--- config.mk ---
export PLATFORM = sky130hd
export DESIGN_NAME = plh_lock_meter
export DESIGN_NICKNAME = d
export VERILOG_FILES = /design/src/hdl/plh_pkg.sv /design/src/hdl/plh_lock_meter.sv
export SDC_FILE = /design/constraint.sdc
export NUM_CORES = 1
export LEC_CHECK = 0
export BUFFER_PORTS_ARGS = -buffer_cell sky130_fd_sc_hd__buf_2
export CELL_PAD_IN_SITES_DETAIL_PLACEMENT = 1
export CELL_PAD_IN_SITES_GLOBAL_PLACEMENT = 1
export CORE_MARGIN = 1
export CORE_UTILIZATION = 30
export CTS_BUF_LIST = sky130_fd_sc_hd__clkbuf_8 sky130_fd_sc_hd__clkbuf_16
export DETAILED_ROUTE_END_ITERATION = 8
export PLACE_DENSITY_LB_ADDON = 0.3
export SLEW_MARGIN = 20
export SYNTH_ARGS = -nofsm -noshare
export SYNTH_HDL_FRONTEND = slang
export SYNTH_SLANG_ARGS = --single-unit
--- constraint.sdc ---
create_clock -name core_clk -period 8.6 [get_ports core_clk]
set_input_delay 0.86 -clock core_clk [delete_from_list [all_inputs] [get_ports core_clk]]
set_output_delay 0.86 -clock core_clk [all_outputs]
set_load 0.1 [all_outputs]
--- src/hdl/plh_pkg.sv ---
// Purpose: Shared constants and state type for the key lock and hour meter
// Assumes: Byte-wide register access from the on-chip serial slave
// Notes:   Device selects stand for the four serial device addresses
package plh_pkg;

  // Device selects of the serial slave
  localparam logic [1:0] DEV_A0 = 2'h0;       // Serial ID space
  localparam logic [1:0] DEV_A2 = 2'h1;       // Diagnostics and user space
  localparam logic [1:0] DEV_A4 = 2'h2;       // Vendor space
  localparam logic [1:0] DEV_A6 = 2'h3;       // Vendor configuration space

  // Byte addresses
  localparam logic [7:0] ADDR_VKEY_ENTRY_LO = 8'h78; // Vendor key entry, LSB
  localparam logic [7:0] ADDR_VKEY_ENTRY_HI = 8'h7B; // Vendor key entry, MSB
  localparam logic [7:0] ADDR_VKEY_SET_LO   = 8'h0C; // Vendor key setting, LSB
  localparam logic [7:0] ADDR_VKEY_SET_HI   = 8'h0F; // Vendor key setting, MSB
  localparam logic [7:0] ADDR_USER_SET      = 8'hFA; // User key setting
  localparam logic [7:0] ADDR_USER_ENTRY    = 8'hFB; // User key entry
  localparam logic [7:0] ADDR_HOUR_HIGH     = 8'hFC; // Hour count high and fault
  localparam logic [7:0] ADDR_HOUR_LOW      = 8'hFD; // Hour count low

  // Field layout
  localparam int HOUR_WIDTH      = 15;        // Hour count width
  localparam int HOUR_FAULT_BIT  = 7;         // Fault flag in the high byte
  localparam int HOUR_HIGH_MSB   = 6;         // Top hour bit in the high byte

  // Reset values
  localparam logic [31:0] VKEY_RESET  = 32'h0000_0000; // Factory key: unlocked
  localparam logic [7:0]  UKEY_RESET  = 8'h00;          // User key default
  localparam logic [7:0]  READ_ZERO   = 8'h00;          // Hidden or unmapped read

  // Complete block state
  typedef struct packed {
    logic [31:0] vendorSet;     // Stored vendor key (nonvolatile)
    logic [31:0] vendorActive;  // Vendor key in force
    logic [31:0] vendorEntry;   // Vendor key entered by host
    logic        vendorMatch;   // Result of the last MSB compare
    logic [7:0]  userSet;       // Stored user key (nonvolatile)
    logic [7:0]  userActive;    // User key in force
    logic [7:0]  userEntry;     // User key entered by host
    logic [14:0] hours;         // Hour count (nonvolatile)
    logic        hourFault;     // Hour store corrupted
    logic [7:0]  snapHigh;      // Hour high byte taken at sequence start
    logic [7:0]  snapLow;       // Hour low byte taken at sequence start
    logic        snapValid;     // Snapshot waits for the low byte read
    logic        keysLoaded;    // Active keys taken from the stored keys
    logic [7:0]  rdData;        // Read answer
    logic        rdHit;         // Read answer belongs to this block
    logic        vendorAcc;     // Vendor areas open
    logic        userAcc;       // User areas open
  } plh_state_t;

endpackage

--- src/hdl/plh_lock_meter.sv ---
// Purpose: Two-level key lock and power-on hour meter behind the serial slave
// Assumes: Requests come from logic on core_clk; one byte per request
// Notes:   rst is power-on; warmRst is the vendor configuration reset pulse
// Function
// - Compare vendor key only after MSB write
// - New vendor key active only after reset
// - Vendor key entry cleared at power-on
// - Vendor key entry always reads back
// - All-zero vendor key means always unlocked
// - Vendor key bytes little-endian, 78h lowest
// - User entry equal setting opens user areas
// - Without user access, user writes ignored
// - New user key active only after reset
// - User setting hidden and locked without access
// - Vendor access overrides user key compare
// - Hour bits 14..8 in high byte 6..0
// - High byte bit 7 is the fault flag, cleared by an accepted high-byte write unless hourFaultSet comes in the same cycle
// - Low byte holds hour bits 7..0
// - User entry and setting default zero
`timescale 1ns/1ns
module plh_lock_meter (
  input  wire logic        core_clk,      // Device clock, 250 MHz
  input  wire logic        rst,           // Power-on reset, async, high
  input  wire logic        warmRst,       // Warm reset pulse
  input  wire logic        writeReq,      // Host byte write pulse
  input  wire logic        readReq,       // Host byte read pulse
  input  wire logic [1:0]  devSel,        // Serial device address select
  input  wire logic [7:0]  byteAddr,      // Byte address
  input  wire logic [7:0]  writeData,     // Write byte
  input  wire logic        hourTick,      // One pulse per powered hour
  input  wire logic        hourFaultSet,  // Hour store check failed
  output logic [7:0]       readData,      // Read byte
  output logic             readHit,       // Read served by this block
  output logic             vendorAccess,  // Vendor areas open
  output logic             userAccess,    // User areas open
  output logic [14:0]      hourCount,     // Hour count to the store
  output logic             hourFault      // Hour fault flag
);

  plh_pkg::plh_state_t st_r;   // Registered state
  plh_pkg::plh_state_t st_nxt; // Next state

  // Matches a device select and a byte address range
  function automatic logic hit(input logic [1:0] dev, input logic [7:0] addr,
                               input logic [1:0] wantDev, input logic [7:0] lo,
                               input logic [7:0] hi);
    hit = (dev == wantDev) && (addr >= lo) && (addr <= hi);
  endfunction

  logic wrVEntry;   // Write to vendor key entry
  logic wrVEntryHi; // Write to vendor key entry MSB
  logic wrVSet;     // Write to vendor key setting
  logic wrUSet;     // Write to user key setting
  logic wrUEntry;   // Write to user key entry
  logic wrHourHi;   // Write to hour high byte
  logic wrHourLo;   // Write to hour low byte
  logic rdVEntry;   // Read of vendor key entry
  logic rdVSet;     // Read of vendor key setting
  logic rdUSet;     // Read of user key setting
  logic rdUEntry;   // Read of user key entry
  logic rdHourHi;   // Read of hour high byte
  logic rdHourLo;   // Read of hour low byte
  int   byteIdx;    // Bit offset of the byte lane within a four-byte key

  // Address decode shared by reads and writes
  always_comb begin
    byteIdx    = 8 * int'(byteAddr[1:0]);
    wrVEntry   = writeReq && hit(devSel, byteAddr, plh_pkg::DEV_A2,
                                 plh_pkg::ADDR_VKEY_ENTRY_LO, plh_pkg::ADDR_VKEY_ENTRY_HI);
    wrVEntryHi = wrVEntry && (byteAddr == plh_pkg::ADDR_VKEY_ENTRY_HI);
    wrVSet     = writeReq && hit(devSel, byteAddr, plh_pkg::DEV_A6,
                                 plh_pkg::ADDR_VKEY_SET_LO, plh_pkg::ADDR_VKEY_SET_HI);
    wrUSet     = writeReq && hit(devSel, byteAddr, plh_pkg::DEV_A2,
                                 plh_pkg::ADDR_USER_SET, plh_pkg::ADDR_USER_SET);
    wrUEntry   = writeReq && hit(devSel, byteAddr, plh_pkg::DEV_A2,
                                 plh_pkg::ADDR_USER_ENTRY, plh_pkg::ADDR_USER_ENTRY);
    wrHourHi   = writeReq && hit(devSel, byteAddr, plh_pkg::DEV_A2,
                                 plh_pkg::ADDR_HOUR_HIGH, plh_pkg::ADDR_HOUR_HIGH);
    wrHourLo   = writeReq && hit(devSel, byteAddr, plh_pkg::DEV_A2,
                                 plh_pkg::ADDR_HOUR_LOW, plh_pkg::ADDR_HOUR_LOW);
    rdVEntry   = readReq && hit(devSel, byteAddr, plh_pkg::DEV_A2,
                                plh_pkg::ADDR_VKEY_ENTRY_LO, plh_pkg::ADDR_VKEY_ENTRY_HI);
    rdVSet     = readReq && hit(devSel, byteAddr, plh_pkg::DEV_A6,
                                plh_pkg::ADDR_VKEY_SET_LO, plh_pkg::ADDR_VKEY_SET_HI);
    rdUSet     = readReq && hit(devSel, byteAddr, plh_pkg::DEV_A2,
                                plh_pkg::ADDR_USER_SET, plh_pkg::ADDR_USER_SET);
    rdUEntry   = readReq && hit(devSel, byteAddr, plh_pkg::DEV_A2,
                                plh_pkg::ADDR_USER_ENTRY, plh_pkg::ADDR_USER_ENTRY);
    rdHourHi   = readReq && hit(devSel, byteAddr, plh_pkg::DEV_A2,
                                plh_pkg::ADDR_HOUR_HIGH, plh_pkg::ADDR_HOUR_HIGH);
    rdHourLo   = readReq && hit(devSel, byteAddr, plh_pkg::DEV_A2,
                                plh_pkg::ADDR_HOUR_LOW, plh_pkg::ADDR_HOUR_LOW);
  end

  // Next-state logic of the whole block
  always_comb begin
    st_nxt = st_r;
    // Active keys load once after power-on or warm reset
    if (!st_r.keysLoaded) begin
      st_nxt.vendorActive = st_r.vendorSet;
      st_nxt.userActive   = st_r.userSet;
      st_nxt.keysLoaded   = 1'b1;
    end
    // Vendor key entry: any lane, compare only on the MSB
    if (wrVEntry) begin
      st_nxt.vendorEntry[byteIdx +: 8] = writeData;
    end
    if (wrVEntryHi) begin
      st_nxt.vendorMatch = ({writeData, st_r.vendorEntry[23:0]} == st_nxt.vendorActive);
    end
    // Stored vendor key needs vendor access
    if (wrVSet && st_r.vendorAcc) begin
      st_nxt.vendorSet[byteIdx +: 8] = writeData;
    end
    // Stored user key needs user or vendor access
    if (wrUSet && st_r.userAcc) begin
      st_nxt.userSet = writeData;
    end
    // User key entry is always writable
    if (wrUEntry) begin
      st_nxt.userEntry = writeData;
    end
    // Host preset of the hour count, user-level area
    if (wrHourHi && st_r.userAcc) begin
      st_nxt.hours[14:8] = writeData[plh_pkg::HOUR_HIGH_MSB:0];
      st_nxt.hourFault   = 1'b0;
    end
    if (wrHourLo && st_r.userAcc) begin
      st_nxt.hours[7:0] = writeData;
    end
    // Hour tick counts after any preset and writes back
    if (hourTick) begin
      st_nxt.hours = st_nxt.hours + 15'h0001;
    end
    // Fault set wins over the clear by a preset
    if (hourFaultSet) begin
      st_nxt.hourFault = 1'b1;
    end
    // Read answer, held until the next read
    // A high-byte snapshot stays armed until the next read request
    if (readReq) begin
      st_nxt.rdHit     = rdVEntry || rdVSet || rdUSet || rdUEntry || rdHourHi || rdHourLo;
      st_nxt.rdData    = plh_pkg::READ_ZERO;
      st_nxt.snapValid = 1'b0;
      if (rdVEntry) begin
        st_nxt.rdData = st_r.vendorEntry[byteIdx +: 8];
      end else if (rdVSet) begin
        st_nxt.rdData = st_r.vendorAcc ? st_r.vendorSet[byteIdx +: 8] : plh_pkg::READ_ZERO;
      end else if (rdUSet) begin
        st_nxt.rdData = st_r.userAcc ? st_r.userSet : plh_pkg::READ_ZERO;
      end else if (rdUEntry) begin
        st_nxt.rdData = st_r.userEntry;
      end else if (rdHourHi) begin
        // Sequence start: freeze both bytes together
        st_nxt.snapHigh  = {st_r.hourFault, st_r.hours[14:8]};
        st_nxt.snapLow   = st_r.hours[7:0];
        st_nxt.snapValid = 1'b1;
        st_nxt.rdData    = {st_r.hourFault, st_r.hours[14:8]};
      end else if (rdHourLo) begin
        st_nxt.rdData = st_r.snapValid ? st_r.snapLow : st_r.hours[7:0];
      end
    end
    // Warm reset: entries cleared, keys reloaded next cycle
    if (warmRst) begin
      st_nxt.vendorEntry = plh_pkg::VKEY_RESET;
      st_nxt.vendorMatch = 1'b0;
      st_nxt.userEntry   = plh_pkg::UKEY_RESET;
      st_nxt.keysLoaded  = 1'b0;
    end
    // Access levels follow the keys in force
    st_nxt.vendorAcc = (st_nxt.vendorActive == plh_pkg::VKEY_RESET)
                       || st_nxt.vendorMatch;
    st_nxt.userAcc   = st_nxt.vendorAcc
                       || (st_nxt.userEntry == st_nxt.userActive);
  end

  // State register; power-on clears entries and keys
  always_ff @(posedge core_clk or posedge rst) begin
    if (rst) begin
      st_r <= '0;
    end else begin
      st_r <= st_nxt;
    end
  end

  // Outputs straight from the state register
  assign readData     = st_r.rdData;
  assign readHit      = st_r.rdHit;
  assign vendorAccess = st_r.vendorAcc;
  assign userAccess   = st_r.userAcc;
  assign hourCount    = st_r.hours;
  assign hourFault    = st_r.hourFault;
endmodule // plh_lock_meter

## After elaboration in Yosys (flattened, before gate mapping)

Cells that the tools add are included.

- Equal/unequal tests: 5
- Bitwise operators: 4
- Reduce and logical (&&, ||, !) cells: 40
- $lt $le $gt $ge: 12
- Shift operators: 4
- $add $sub $neg: 2
- Muxes and demuxes: 29

Operator list:

| operator | count |
|---|---|
| 8-bit two-way mux | 13 |
| 32-bit bitwise mux | 2 |
| 32-bit two-way mux | 2 |
| 32-bit by 6-bit variable part select with 8-bit output | 2 |
| 33-bit two-way mux | 1 |
| 5-bit negation with 33-bit output | 1 |
| 8-bit by 33-bit variable shift with 32-bit output, first input constant | 1 |
| 8-bit by 33-bit variable part select with 32-bit output | 1 |
| 32-bit == test | 1 |
| 8-bit greater-or-equal comparator, second input constant | 4 |
| 8-bit <= comparator, second input constant | 4 |
| 32-bit zero test | 1 |
| 1-bit logical AND | 29 |
| 15-bit by 1-bit adder with 15-bit output, second input constant | 1 |
| 15-bit two-way mux | 1 |
| 1-bit two-way mux | 9 |
| 8-bit by 7-bit == test with 1-bit output, second input constant | 1 |
| 8-bit == test | 1 |
| 8-bit by 4-bit greater-or-equal comparator with 1-bit output, second input constant | 1 |
| 8-bit by 7-bit greater-or-equal comparator with 1-bit output, second input constant | 1 |
| 8-bit by 4-bit <= comparator with 1-bit output, second input constant | 1 |
| 8-bit by 7-bit <= comparator with 1-bit output, second input constant | 1 |
| 1-bit logical OR | 7 |
| 7-bit two-way mux | 1 |
| 5 further kinds | 9 |

- Logic and storage cells: 112
- Register bits after elaboration: 158
- Output and inout port bits: 27
- Input port bits: 25

## Longest topological paths before layout

- Depth after elaboration: 10
- Depth in mapped cells: 11
- Mapped depth without buffers: 8

## Worst setup path after synthesis

No wires, ideal clock.

- Path kind: input port to flip-flop
- Start: in byteAddr[1]
- End: reg st_r, in the netlist hourCount[14]
- Path slack: 5.552 ns
- Stages on the path: 10
- Setup time: 0.142 ns
- Required time: 8.458 ns
- Arrival time: 2.906 ns
- Path through: clkbuf_1 > inv_1 > ha_1 > and3_1 > nand4_1 > buf_1 > mux2i_1 > nand3_1 > xor2_1 > mux2i_1

RTL lines:

| element | line | RTL |
|---|---|---|
| start, declared | plh_lock_meter.sv:28 | `input wire logic [7:0] byteAddr,` |
| end signal, assigned | plh_lock_meter.sv:182 | `st_r <= st_nxt;` |
| end, declared | plh_lock_meter.sv:40 | `plh_pkg::plh_state_t st_r;` |

==> metrics.txt <==
Top FF cell, synth dfrtp_1; Fmax ~0.27 GHz; Critical Path Source Type input port; postcts setup bufs 0; Final Hold Viols 0; Syn Std Cell Area ~0.009 mm²; fillcell total approximately 3,300; total gr overflow 0; Slew @ Worst Pin 1.08 ns; total number of vias approximately 6,700; die area roughly 0.031 mm²; peak supply drop 0.000105 V; CTS Buf Count 17; P_sw 0.000636 W; first-pass GRT wire length ~44,000 µm; Setup-failing EPs final 0; RSZ-0062 raised after global routing no; ant diodes 0; first drt pass iteration count 5; DR vias/cell between 5 and 6; syn_area_per_cell 11.0 µm²; starting density of the core 30.8%; initial antenna violation count 1; Root Driver clkbuf_16; port bufs 51; DRC errors left 0; routability cong. just over 0.8; largest net degree at the start of global routing ~100; die width between 150 and 200 µm; part of the cycle the worst path needs 42.9%; CTS resizes 0; setup TNS 0 ns; latest clock arrival within the worst-skew pair approximately 0.44 ns; htree depth 4; P&R area growth vs syn 10.1%; Post-DRT Antenna Nets 0; clock tree buffer depth 2; critical path type input port to flop; Hold-fix buffers, CTS 0; Pwr per Cell Area 187 mW/mm²; Max-Cap Viols 0; Worst Setup End Kind flop; Cell variety after synth between 50 and 60; FF+latch count, synth 158; post-synth top area cell dfrtp_1; Reg power frac between 40 and 50%; WL per Instance between 20 and 25 µm; HP Class flop to flop; standard-cell rows 63; Ports 52; WP data arrival around 4.0 ns; Ys Warns 0; Post-synth ARST share 100%; total wire length about 29,000 µm; worst path required time approximately 9 ns; Slew Limit Fails 0; Comb pwr share between 15 and 20%; Total GRT Usage around a fifth; Core Area approximately 0.03 mm²; P_int between 0.001 and 0.0015 W; worst-path fanout max 24; post-route insts no fill ~1,200; CTS Sinks between 150 and 200; largest cells by area after synthesis dfrtp_1, mux2_2, mux2i_1; syn_nets 864; Seq/Total Area, Yosys a little over two fifths; Max Clock Skew slightly below 0.01 ns; HPWL Detailed around 20,000 µm; Synth Instances ~830; Worst-path clk slew roughly 0.060 ns; die height 177 µm; Leak about 4.6 nW; Placed Instances approximately 1,200; Final Critical Period approximately 3.7 ns; Post-synth EDFFs 0; Hold Slack between 0.4 and 0.5 ns; max_slew headroom between 20% and 30%; status finished, final reports clean; NumNets Final 863; Clock power frac 39.5%; vias in the first global route about 6,900; Starting DRT DRC Count 480; CTS tree built; layout cell share with drive strength beyond 1 24.4%; Synth top area share about 43%; sw frac between 30 and 40%
layer usage:
metal	global-route usage, %	share of wire [%]
met5	0	0.028
met4	5.82	1.6
met3	2.84	3.9
met1	26.4	47
met2	29.9	47
kinds of logic (layout without fill, tap and decap cells):
kind of cell / Yosys count / after routing / share of synthesized area, %
AOI/OAI and AO/OA: 97 / 97 / 7.25
xor gates and xnor gates: 51 / 51 / 4.86
adders and majority gates: 7 / 7 / 0.953
buffers and inverters: 95 / 107 / 5.44
DFF: 158 / 158 / 43.0
muxes: 167 / 167 / 21.9
and+or+nand+nor: 257 / 257 / 16.6
Yosys cell counts (10+ instances only):
master,count
o21ai_0,10
mux2_2,74
dfrtp_1,158
mux4_2,16
nor4_1,18
nand4_1,30
a22oi_1,13
buf_4,26
buf_2,10
mux2i_1,68
nor2_1,52
xor2_1,47
and2_1,35
nand3_1,26
a21oi_1,30
nand2_1,30
nor2b_1,18
clkbuf_1,34
inv_1,19
power by group through the flow:
stage / clock (W) / combinational, W / sequential, W
after floorplan: 0 / 0.000290 / 0.000811
after global placement: 0 / 0.000338 / 0.000819
after detailed placement: 0 / 0.000339 / 0.000820
after CTS: 0.000759 / 0.000341 / 0.000805
after global routing: 0.000782 / 0.000357 / 0.000810
final: 0.000745 / 0.000338 / 0.000806
critical path, stage by stage:
cell     delay (ns)
buf_2          0.59
ha_1           0.32
nand3_1        0.15
nor4_4         0.79
mux2i_1        0.78
nand2_1        0.18
a21oi_1        0.21
xnor2_1        0.14
through the flow:
stage	cell area [µm²]	worst slack [ns]	total power, W	utilization [%]
after floorplan	9190	3.48	0.00110	-
after global placement	9560	4.67	0.00116	32.0
after detailed placement	9560	4.51	0.00116	32.0
after CTS	10100	4.97	0.00190	33.9
after global routing	10100	4.70	0.00195	33.9
final	10100	4.91	0.00189	33.9
layout by cell type (no fill, tap or decap), types with 4 or more instances in the layout:
| cell | instances |
|---|---|
| mux2_4 | 9 |
| ha_1 | 7 |
| and3_1 | 6 |
| buf_2 | 51 |
| and2_1 | 35 |
| a311oi_1 | 7 |
| inv_1 | 19 |
| buf_4 | 5 |
| nor2_4 | 4 |
| nand4_1 | 30 |
| o32ai_1 | 6 |
| mux4_2 | 16 |
| o21ai_0 | 10 |
| nor3_1 | 7 |
| o2bb2ai_1 | 7 |
| a22oi_1 | 13 |
| dfrtp_1 | 157 |
| a21oi_1 | 30 |
| mux2i_1 | 68 |
| nand2_1 | 30 |
| nand3_1 | 26 |
| clkbuf_16 | 17 |
| nor2_1 | 52 |
| nor3b_1 | 5 |
| nor2b_1 | 18 |
| xor2_1 | 47 |
| mux2_2 | 74 |
| clkinv_4 | 4 |
| o31ai_1 | 9 |
| a211o_1 | 8 |
| nor4_4 | 5 |
| nor4_1 | 18 |
| xnor2_1 | 4 |
final timing paths:
check,endpoint,slack (ns),startpoint,cells past startpoint
max,hourCount[12],4.91,byteAddr[0],8
min,readData[7],0.49,readData[7],1
max reg2reg,userAccess,5.30,st_r[11],7
min reg2reg,readData[7],0.49,readData[7],1
max in group asynchronous,st_r[11],6.54,rst,3
min in group asynchronous,st_r[86],0.62,rst,2
sequential cells by signal, indices dropped and copies added (netlist names):
signal and cells:
hourFault 1, readHit 1, hourCount 15, vendorAccess 1, st_r 131, userAccess 1, readData 8
area by class of cell:
cell class              count  area [µm²]  area share (%)
inverters                  19        76.3           0.754
flip-flops and latches    158        3960            39.1
repair buffers             56         293            2.89
clock inverters            13         116            1.15
multi-input cells         579        4740            46.8
well taps                 390         488            4.82
clock buffers              19         453            4.47
No activity file was read; power rests on OpenSTA's default activity.
